File: src/wtc_map.svh
// register offsets, field positions, reset values and timing counts of the watchdog
`ifndef WTC_MAP_SVH
`define WTC_MAP_SVH

// ----------------------------------------------------------------
// register byte offsets
// ----------------------------------------------------------------
`define WTC_ADDR_W        12
`define WTC_OFF_CTRL      12'h000
`define WTC_OFF_STAT      12'h004
`define WTC_OFF_ICLR      12'h008
`define WTC_OFF_IEN       12'h00C

// ----------------------------------------------------------------
// control register fields and reset value
// ----------------------------------------------------------------
`define WTC_CTRL_W        8
`define WTC_CTRL_RESET    8'h10
`define WTC_BIT_UNLOCK    0
`define WTC_BIT_RUN       1
`define WTC_BIT_FLAG      2
`define WTC_BIT_IRQM      3
`define WTC_PRE_LSB       4
`define WTC_PRE_MSB       7

// ----------------------------------------------------------------
// prescale codes and timing
// ----------------------------------------------------------------
`define WTC_PRE_MAX       4'h7
`define WTC_PRE_IMM       4'h8
`define WTC_CNT_W         16
`define WTC_CNT_FULL      16'hFFFF
`define WTC_XTAL_HZ       32768
`define WTC_CLK_HZ        20000000

// ----------------------------------------------------------------
// event register layout
// ----------------------------------------------------------------
`define WTC_EVT_W         2
`define WTC_EVT_TIMEOUT   0
`define WTC_EVT_REJECT    1
`define WTC_EVT_RESET     2'h0

`endif

File: src/wtc_pkg.sv
// types shared by the watchdog files
package wtc_pkg;

    // ----------------------------------------------------------------
    // control register image, bit 7 down to bit 0
    // ----------------------------------------------------------------
    typedef struct packed {
        logic [3:0] timeout_prescale_sel;
        logic       irq_instead_of_reset;
        logic       timeout_flag;
        logic       run_and_kick_bit;
        logic       write_unlock_bit;
    } wtc_ctrl_t;

    typedef struct packed {
        logic rejected;
        logic timeout;
    } wtc_evt_t;

    typedef struct packed {
        logic        sel;
        logic        enable;
        logic        write;
        logic [11:0] addr;
        logic [31:0] wdata;
    } wtc_apb_req_t;

    typedef enum logic {
        LOCK_IDLE,
        LOCK_ARMED
    } wtc_lock_t;

endpackage

File: src/wtc_pin_sync.sv
// two-flop synchronisers with rising-edge pulses for asynchronous pins
`timescale 1ns/1ns
module wtc_pin_sync #(
    parameter int N = 2
) (
    input  wire logic         pclk,
    input  wire logic         presetn,
    input  wire logic [N-1:0] pin_in,
    output logic      [N-1:0] level,
    output logic      [N-1:0] rise
);

    // ----------------------------------------------------------------
    // per-pin chain
    // ----------------------------------------------------------------
    genvar i;
    generate
        for (i = 0; i < N; i++) begin : g_pin
            logic meta;
            logic stable;
            always_ff @(posedge pclk or negedge presetn) begin
                if (!presetn) begin
                    meta     <= 1'b0;
                    stable   <= 1'b0;
                    level[i] <= 1'b0;
                    rise[i]  <= 1'b0;
                end else begin
                    meta     <= pin_in[i];
                    stable   <= meta;
                    level[i] <= stable;
                    rise[i]  <= stable & ~level[i];
                end
            end
        end
    endgenerate

endmodule

File: src/wtc_watchdog_top.sv
// watchdog supervisor with guarded control register on apb
`timescale 1ns/1ns
`include "wtc_map.svh"
module wtc_watchdog_top
    import wtc_pkg::*;
(
    input  wire logic        pclk,
    input  wire logic        presetn,
    input  wire logic        psel,
    input  wire logic        penable,
    input  wire logic        pwrite,
    input  wire logic [11:0] paddr,
    input  wire logic [31:0] pwdata,
    output logic      [31:0] prdata,
    output logic             pready,
    output logic             pslverr,
    input  wire logic        xtal_32k,
    input  wire logic        supply_monitor,
    output logic             wdt_reset_req,
    output logic             wdt_nmi_req,
    output logic             irq
);

    // ----------------------------------------------------------------
    // functions
    // ----------------------------------------------------------------
    function automatic logic addr_hit(input logic [11:0] addr, input logic [11:0] off);
        addr_hit = (addr[11:2] == off[11:2]);
    endfunction

    // last count before expiry: 2^(code+9)-1, so a period of 2^(code+9) crystal ticks
    function automatic logic [15:0] period_limit(input logic [3:0] code);
        logic [2:0] shift;
        shift        = 3'(`WTC_PRE_MAX - code);
        period_limit = `WTC_CNT_FULL >> shift;
    endfunction

    // ----------------------------------------------------------------
    // state
    // ----------------------------------------------------------------
    wtc_ctrl_t    ctrl;
    wtc_ctrl_t    next_ctrl;
    wtc_lock_t    lock_state;
    wtc_lock_t    next_lock_state;
    logic [15:0]  cnt;
    logic [15:0]  next_cnt;
    wtc_evt_t     stat;
    wtc_evt_t     next_stat;
    wtc_evt_t     ien;
    wtc_evt_t     next_ien;
    wtc_apb_req_t req;

    // ----------------------------------------------------------------
    // pin synchronisers: crystal and supply monitor
    // ----------------------------------------------------------------
    logic [1:0] pin_rise;

    wtc_pin_sync #(
        .N (2)
    ) u_sync (
        .pclk    (pclk),
        .presetn (presetn),
        .pin_in  ({supply_monitor, xtal_32k}),
        .level   (),
        .rise    (pin_rise)
    );

    // crystal is far slower than pclk, so one rising edge gives one tick
    wire tick        = pin_rise[0];
    wire supply_rise = pin_rise[1];

    // ----------------------------------------------------------------
    // apb decode
    // ----------------------------------------------------------------
    assign req = '{sel: psel, enable: penable, write: pwrite, addr: paddr, wdata: pwdata};

    wire setup    = req.sel & ~req.enable;
    wire access   = req.sel & req.enable & pready;
    wire hit_ctrl = addr_hit(req.addr, `WTC_OFF_CTRL);
    wire hit_stat = addr_hit(req.addr, `WTC_OFF_STAT);
    wire hit_iclr = addr_hit(req.addr, `WTC_OFF_ICLR);
    wire hit_ien  = addr_hit(req.addr, `WTC_OFF_IEN);
    wire mapped   = hit_ctrl | hit_stat | hit_iclr | hit_ien;
    wire wr_ctrl  = access & req.write & hit_ctrl;
    wire wr_iclr  = access & req.write & hit_iclr;
    wire wr_ien   = access & req.write & hit_ien;

    wire w_unlock = req.wdata[`WTC_BIT_UNLOCK];
    wire w_run    = req.wdata[`WTC_BIT_RUN];
    wire w_flag   = req.wdata[`WTC_BIT_FLAG];
    wire w_irqm   = req.wdata[`WTC_BIT_IRQM];
    wire [3:0] w_pre = req.wdata[`WTC_PRE_MSB:`WTC_PRE_LSB];

    // ----------------------------------------------------------------
    // two-step unlock
    // ----------------------------------------------------------------
    wire lock_idle   = (lock_state == LOCK_IDLE);
    wire unlock_req  = wr_ctrl & lock_idle & w_unlock;
    wire guarded_wr  = wr_ctrl & ~lock_idle;
    wire rejected_wr = wr_ctrl & lock_idle & ~w_unlock;

    // any completed transfer consumes the unlock, even a read elsewhere
    always_comb begin
        next_lock_state = lock_state;
        case (lock_state)
            LOCK_IDLE: begin
                if (unlock_req) begin
                    next_lock_state = LOCK_ARMED;
                end
            end
            LOCK_ARMED: begin
                if (access) begin
                    next_lock_state = LOCK_IDLE;
                end
            end
            default: begin
                next_lock_state = LOCK_IDLE;
            end
        endcase
    end

    // ----------------------------------------------------------------
    // counter and timeout
    // ----------------------------------------------------------------
    wire [15:0] limit      = period_limit(ctrl.timeout_prescale_sel);
    wire        pre_valid  = (ctrl.timeout_prescale_sel <= `WTC_PRE_MAX);
    wire        pre_imm    = (ctrl.timeout_prescale_sel == `WTC_PRE_IMM);
    wire        run        = ctrl.run_and_kick_bit;
    wire        kick       = guarded_wr & w_run;
    // reserved codes above 8 stall the counter and never expire
    wire        expire     = run & ((pre_valid & tick & (cnt == limit)) | pre_imm);
    wire        exp_reset  = expire & (pre_imm | ~ctrl.irq_instead_of_reset);
    wire        exp_irq    = expire & ~pre_imm & ctrl.irq_instead_of_reset;

    always_comb begin
        if (kick | expire | ~run) begin
            next_cnt = 16'h0000;
        end else if (tick & pre_valid) begin
            next_cnt = cnt + 16'h0001;
        end else begin
            next_cnt = cnt;
        end
    end

    // ----------------------------------------------------------------
    // control register update
    // ----------------------------------------------------------------
    always_comb begin
        next_ctrl = ctrl;
        next_ctrl.write_unlock_bit = 1'b0;
        if (guarded_wr) begin
            next_ctrl.timeout_prescale_sel = w_pre;
            next_ctrl.irq_instead_of_reset = w_irqm;
            next_ctrl.run_and_kick_bit     = w_run;
            if (!w_flag) begin
                next_ctrl.timeout_flag = 1'b0;
            end
        end
        // clears of the run bit win over a same-cycle write of one
        if (exp_reset | supply_rise) begin
            next_ctrl.run_and_kick_bit = 1'b0;
        end
        // set wins over the software clear
        if (expire) begin
            next_ctrl.timeout_flag = 1'b1;
        end
    end

    // ----------------------------------------------------------------
    // interrupt status, clear and enable
    // ----------------------------------------------------------------
    wire [1:0] evt_now = {rejected_wr, expire};
    wire [1:0] clr_bits = wr_iclr ? req.wdata[1:0] : 2'h0;

    assign next_stat = wtc_evt_t'((stat & ~clr_bits) | evt_now);
    assign next_ien  = wr_ien ? wtc_evt_t'(req.wdata[1:0]) : ien;

    // ----------------------------------------------------------------
    // read mux
    // ----------------------------------------------------------------
    wtc_ctrl_t ctrl_view;
    always_comb begin
        ctrl_view = ctrl;
        ctrl_view.write_unlock_bit = ~lock_idle;
    end

    wire [31:0] rd_ctrl = {24'h00_0000, ctrl_view};
    wire [31:0] rd_stat = {30'h0000_0000, stat};
    wire [31:0] rd_ien  = {30'h0000_0000, ien};
    wire [31:0] rd_data = hit_ctrl ? rd_ctrl :
                          hit_stat ? rd_stat :
                          hit_ien  ? rd_ien  : 32'h0000_0000;

    // ----------------------------------------------------------------
    // registers
    // ----------------------------------------------------------------
    always_ff @(posedge pclk or negedge presetn) begin
        if (!presetn) begin
            ctrl       <= wtc_ctrl_t'(`WTC_CTRL_RESET);
            lock_state <= LOCK_IDLE;
            cnt        <= 16'h0000;
            stat       <= wtc_evt_t'(`WTC_EVT_RESET);
            ien        <= wtc_evt_t'(`WTC_EVT_RESET);
        end else begin
            ctrl       <= next_ctrl;
            lock_state <= next_lock_state;
            cnt        <= next_cnt;
            stat       <= next_stat;
            ien        <= next_ien;
        end
    end

    // no wait state: data prepared in setup, answered in the first access cycle
    always_ff @(posedge pclk or negedge presetn) begin
        if (!presetn) begin
            pready  <= 1'b0;
            pslverr <= 1'b0;
            prdata  <= 32'h0000_0000;
        end else begin
            pready  <= setup;
            pslverr <= setup & ~mapped;
            prdata  <= setup ? rd_data : 32'h0000_0000;
        end
    end

    // nmi stays off the maskable line on purpose
    always_ff @(posedge pclk or negedge presetn) begin
        if (!presetn) begin
            wdt_reset_req <= 1'b0;
            wdt_nmi_req   <= 1'b0;
            irq           <= 1'b0;
        end else begin
            wdt_reset_req <= exp_reset;
            wdt_nmi_req   <= next_ctrl.timeout_flag & next_ctrl.irq_instead_of_reset;
            irq           <= |(next_stat & next_ien);
        end
    end
endmodule

File: config.mk
export PLATFORM = sky130hd
export DESIGN_NAME = wtc_watchdog_top
export DESIGN_NICKNAME = d
export VERILOG_FILES = /design/src/wtc_pkg.sv /design/src/wtc_pin_sync.sv /design/src/wtc_watchdog_top.sv
export VERILOG_INCLUDE_DIRS = /design/src
export SDC_FILE = /design/constraint.sdc
export NUM_CORES = 1
export LEC_CHECK = 0
export BUFFER_PORTS_ARGS = -buffer_cell sky130_fd_sc_hd__buf_2
export CAP_MARGIN = 25
export CORE_UTILIZATION = 52
export CTS_BUF_LIST = sky130_fd_sc_hd__clkbuf_16
export DETAILED_ROUTE_END_ITERATION = 10
export PLACE_DENSITY = 0.88
export SETUP_SLACK_MARGIN = 0.05
export SLEW_MARGIN = 10
export SYNTH_ARGS = -nofsm -noshare
export SYNTH_HDL_FRONTEND = slang
export SYNTH_SLANG_ARGS = --single-unit
File: constraint.sdc
create_clock -name pclk -period 4.1 [get_ports pclk]
set_clock_uncertainty 0.05 [all_clocks]
set_input_delay 0.82 -clock pclk [delete_from_list [all_inputs] [get_ports pclk]]
set_output_delay 0.82 -clock pclk [all_outputs]
set_load 0.01 [all_outputs]
; Word-level counts from Yosys, hierarchy flattened
; Index checks and enable logic that the tools add are counted.
[classes]
n_addsub = 2
order_cmp = 1
eq_ne = 5
shifts = 1
n_mux = 15
bitwise_logic = 40
n_reduce_logical = 4
[op_table]
columns = cell, n
row1 = 16-bit two-way mux, 2
row2 = 1-bit bitwise AND, 20
row3 = "10-bit by 2-bit equality test with 1-bit output, second input constant", 2
row4 = "16-bit by 1-bit adder with 16-bit output, second input constant", 1
row5 = 16-bit equality test, 1
row6 = 8-bit two-way mux, 2
row7 = "16-bit by 3-bit >> shifter with 16-bit output, first input constant", 1
row8 = "10-bit by 1-bit equality test with 1-bit output, second input constant", 1
row9 = 10-bit logical NOT, 1
row10 = 2-bit two-way mux, 4
row11 = 1-bit inverter, 8
row12 = 1-bit bitwise OR, 8
row13 = 1-bit two-way mux, 5
row14 = 2-bit bitwise AND, 2
row15 = "4-bit equality test, second input constant", 1
row16 = "4-bit by 3-bit less-or-equal comparator with 1-bit output, second input constant", 1
row17 = 2-bit nonzero test, 2
row18 = 3-bit two-way mux, 1
row19 = "3-bit subtractor, first input constant", 1
row20 = 2-bit inverter, 1
row21 = 2-bit bitwise OR, 1
row22 = 1-bit case mux with 2 select lines, 1
row23 = 2-bit OR reduction, 1
[totals]
ff_bits = 49
input_bits = 51
wordCells = 92

; Depth between registers and ports, before layout
[logic_depth]
word_depth = 10
depth_mapped = 8
ltp_nobuf = 6

; By module
; A second synthesis with hierarchy kept.
[hier_totals]
cells_unflattened = 228
area_unflattened_um2 = 2381.0
[by_module_without_submodules]
columns = mod, n_inst, cells_per_inst, area_each_um2, seq_area_each_um2
row1 = wtc_watchdog_top, 1, 218, 2153.3, 1027.2
row2 = wtc_pin_sync, 1, 10, 227.7, 200.2

; Least setup slack after synthesis
; Ideal clock, no wire load.
[synth_path]
path_kind = input-to-reg
from = in paddr[5]
to = reg irq
arrival_ns = 2.738
required_time_ns = 3.924
path_slack_ns = 1.186
stages = 6
path_buffers = 0
cell_sequence = or4_4 > nor4_4 > and3_2 > mux2_1 > and3_1 > a221o_1
[synth_rtl]
columns = item, line
row1 = "start, declared", wtc_watchdog_top.sv:12  ; input wire logic [11:0] paddr,
row2 = "end signal, assigned", wtc_watchdog_top.sv:235  ; irq <= |(next_stat & next_ien);
row3 = "end, declared", wtc_watchdog_top.sv:21  ; output logic irq

==> out/results.txt <==
The run finished with clean final reports. Summed over all layers, the global routing overflow is 0. Detailed placement ended at an HPWL of 2848 um. The netlist area before placement came out at 2321 um^2.

In the global route stage, overall resource usage came out at 19.21%. Summed over all cells, the static leakage comes to 1.304 nW. The tools report the initial antenna violation count as 0. The min-delay analysis places its worst path in the category register to register. After floorplanning, the core was divided into 23 placement rows. The worst setup path is launched from a primary input. The synthesized netlist contains 44 unique library cells. After detailed routing, the average wire length per cell comes to 13.15 um. In this run the horizontal extent of the chip is 68.81 um. The commonest register cell after synthesis is sky130_fd_sc_hd__dfrtp_1. The number of antenna repair diodes is 0, and the count of input and output buffers is 37. The total area inside the core boundary comes to 4144 um^2.

The worst setup path is of the primary input to register kind. The H-tree was split into 2 levels. Net count of the finished layout: 305. Among all cell types in the netlist, the one instantiated most often is sky130_fd_sc_hd__dfrtp_1. During synthesis, Yosys emitted a total of 0 warnings. Once the floorplan was initialized, standard cells occupied 56.01% of the core.

For this block, the initial DRC count from the detailed router was 81. The tools report the number of global-route vias before repair as 1,495. The final critical path takes up 70.34% of the cycle. The tree is rooted in a sky130_fd_sc_hd__clkbuf_16. Maximum VDD drop: 0.0002271 V.

The iteration count of the initial detailed-routing pass is 4. The data arrival time of the critical path was 3000 ps; the number of synthesized flops with an enable pin was 0. The number of buffers inserted for hold repair after clock tree synthesis was 0; the areal power density over the cells was 397.7 nW/um^2. After routing, the total negative slack on setup checks comes to 0 ps.

Setup repair after global routing left no endpoint under its margin. The required arrival time at the worst endpoint was 4210 ps; the final wirelength was 3999 um. The boundary pin count came out at 88.

By count the netlist is led by 48 x sky130_fd_sc_hd__dfrtp_1, 24 x sky130_fd_sc_hd__buf_4, 24 x sky130_fd_sc_hd__nor2_1, 16 x sky130_fd_sc_hd__nand2_1, 10 x sky130_fd_sc_hd__xor2_1. The area fraction of the dominant cell type after synthesis is 51.75%, and the worst hold-check slack is 303.1 ps. The layout cell share with drive strength beyond 1 is 23.62%, and the die span in y is 68.81 um. The post-synthesis sequential area ratio is 52.88%, and the register clock-pin slew on the reported worst setup and hold paths is 60 ps. The congestion estimate from routability-driven global placement came to 0.8401. The main combinational cell family by area after synthesis was simple AND/OR/NAND/NOR gates. Synthesis produced a netlist whose cell count is 215. The run gives 0 as the final count of pins violating max slew. In the routed design, unresolved DRC markers number 0. The synthesized netlist devotes 0.5391% of its cell area to adder and majority cells. Summing the areas of all compound-gate instances in the mapped netlist gives 6.146% of the synthesized area. For this run, asynchronously set or reset flops after synthesis account for 100.0%. Setup violations remaining at the end of the flow were counted as 0.

The run gives 0 as the post-CTS setup buffer count. Layout overhead on the synthesized area: 14.77%. TritonCTS built the clock tree. The top achievable clock speed was 346.8 MHz.

Placed instance area: 2450 um^2. Synthesis inferred 49 register bits. Entering global routing, the biggest net connects 50 pins. STA classifies the critical path endpoint as a register.

The multiplexer fraction of the synthesized cell area came out at 4.744%. After Yosys synthesis, and, or, nand and nor cells account for 20.32% of the synthesized area. At the later pin of the worst-skew pair, clock insertion delay measures 280 ps. The overall die area is 4735 um^2, and the share of the synthesized netlist area taken by xor and xnor gates is 6.038%.

The detail route stage leaves a number of antenna-violating nets equal to 0. The tool flagged a number of max-cap violations equal to 0. Total count of hold-check failures in the final report: 0.

The first global-routing pass estimated 6582 um of wire. Dividing the detail-routed via count by the number of cells gives 5.207. Buffer depth of the longest clock path: 2.

Leading area contributor after synthesis: sky130_fd_sc_hd__dfrtp_1. Summing all non-filler instances in the final layout gives an area of 2664 um^2. A synthesized cell averages 10.80 um^2. After filler insertion, the fill cell instance count of the layout stands at 344.

The time the final worst path needs with I/O delays and setup is 2884 ps, and the transition at the pin with the smallest max-transition slack is 728.3 ps. Sorting the synthesized cells by area gives the leading types as sky130_fd_sc_hd__dfrtp_1 52%, sky130_fd_sc_hd__buf_4 7.8%, sky130_fd_sc_hd__nor2_1 3.9%. In this run the tightest slew margin relative to its limit is 51.07%. Summing over every cut layer, the via total after detailed routing is 1,583. The tree built by TritonCTS fans out to 49 sinks.

The maximum fanout encountered on the critical timing path was 7. The number of clock buffers added by TritonCTS is 5. Count of cells resized by post-cts repair: 0.
critical path, cell delays in order:
cell and delay [ps]:
sky130_fd_sc_hd__buf_2 100, sky130_fd_sc_hd__or4_4 550, sky130_fd_sc_hd__nor4_4 460, sky130_fd_sc_hd__and3_2 270
sky130_fd_sc_hd__mux2_1 360, sky130_fd_sc_hd__and3_1 180, sky130_fd_sc_hd__a221o_1 260
state kept, by name (all words and copies together) (netlist names), 2 cells and up:
| register | flops |
|---|---|
| prdata | 8 |
| u_sync.g_pin.meta | 2 |
| u_sync.g_pin.stable | 2 |
| cnt | 16 |
| ien | 2 |
| u_sync.rise | 2 |
| u_sync.level | 2 |
| ctrl | 6 |
| rd_stat | 2 |
power by group:
| group | switching, mW | internal, mW |
|---|---|---|
| registers | 0.00165 | 0.488 |
| clock network | 0.173 | 0.351 |
| logic | 0.0302 | 0.0148 |
per-stage QoR:
step	setup slack (ps)	util (%)	instances	power, mW
final	1216	64.28	304	1.059
after global routing	1132	64.28	304	1.095
after CTS	1209	63.80	303	1.066
after detailed placement	931.0	59.12	295	0.5421
after global placement	961.4	59.12	295	0.5407
after floorplan	1186	-	238	0.5344
cell type report:
cell class | instances | area [um^2] | share of cell area [%]
inverter | 2 | 7.507 | 0.2818
clock buffer | 5 | 125.1 | 4.697
clock inverter | 3 | 68.82 | 2.583
sequential | 49 | 1227 | 46.08
timing repair buffer | 38 | 205.2 | 7.703
multi-input combinational | 157 | 967.2 | 36.31
tap | 50 | 62.56 | 2.349
worst paths after layout:
| path | from | end | slack (ps) | cells after the start |
|---|---|---|---|---|
| max | paddr[5] | irq | 1220 | 7 |
| min | u_sync.g_pin[1].meta | u_sync.g_pin[1].stable | 300 | 0 |
| max reg2reg | ctrl[7] | run | 1710 | 6 |
| min reg2reg | u_sync.g_pin[1].meta | u_sync.g_pin[1].stable | 300 | 0 |
| max in group asynchronous | presetn | ctrl[4] | 3110 | 2 |
| min in group asynchronous | presetn | cnt[5] | 350 | 1 |
cells in the final DEF, fill, tap and decap left out, types with 2 or more instances in the layout:
cell type                   count
sky130_fd_sc_hd__or4_4          2
sky130_fd_sc_hd__mux2i_1        2
sky130_fd_sc_hd__a21o_1         2
sky130_fd_sc_hd__nand4_1        4
sky130_fd_sc_hd__bufinv_16      2
sky130_fd_sc_hd__nor2_1        24
sky130_fd_sc_hd__nor2b_1        8
sky130_fd_sc_hd__xnor2_1        6
sky130_fd_sc_hd__and2_1         7
sky130_fd_sc_hd__o21ai_0        2
sky130_fd_sc_hd__nand3_1        6
sky130_fd_sc_hd__a22oi_1        3
sky130_fd_sc_hd__conb_1        24
sky130_fd_sc_hd__buf_2         37
sky130_fd_sc_hd__inv_1          2
sky130_fd_sc_hd__o21a_1         2
sky130_fd_sc_hd__mux2_2         7
sky130_fd_sc_hd__nor3_1         5
sky130_fd_sc_hd__and3_1         5
sky130_fd_sc_hd__clkbuf_16      5
sky130_fd_sc_hd__nand2_1       16
sky130_fd_sc_hd__and4_1         2
sky130_fd_sc_hd__a221o_1        2
sky130_fd_sc_hd__xor2_1        10
sky130_fd_sc_hd__dfrtp_1       48
metal layers:
layer / up-vias / part of all wire (%) / GRT usage [%]
met1: 783 / 43 / 23.18
met5: - / 0 / 0
li1: 754 / - / -
met4: 0 / 0.90 / 5.102
met3: 5 / 4.2 / 4.605
met2: 41 / 52 / 34.19
logic make-up after synthesis:
kind of cell | Yosys count
adder cells (fa/ha/maj) | 1
buffers and inverters | 32
other | 1
AO/OA/AOI/OAI | 19
multiplexers | 10
AND/OR/NAND/NOR | 87
XOR/XNOR | 16
flip-flops | 49
Note: power is estimated with default switching activity, not from simulation.
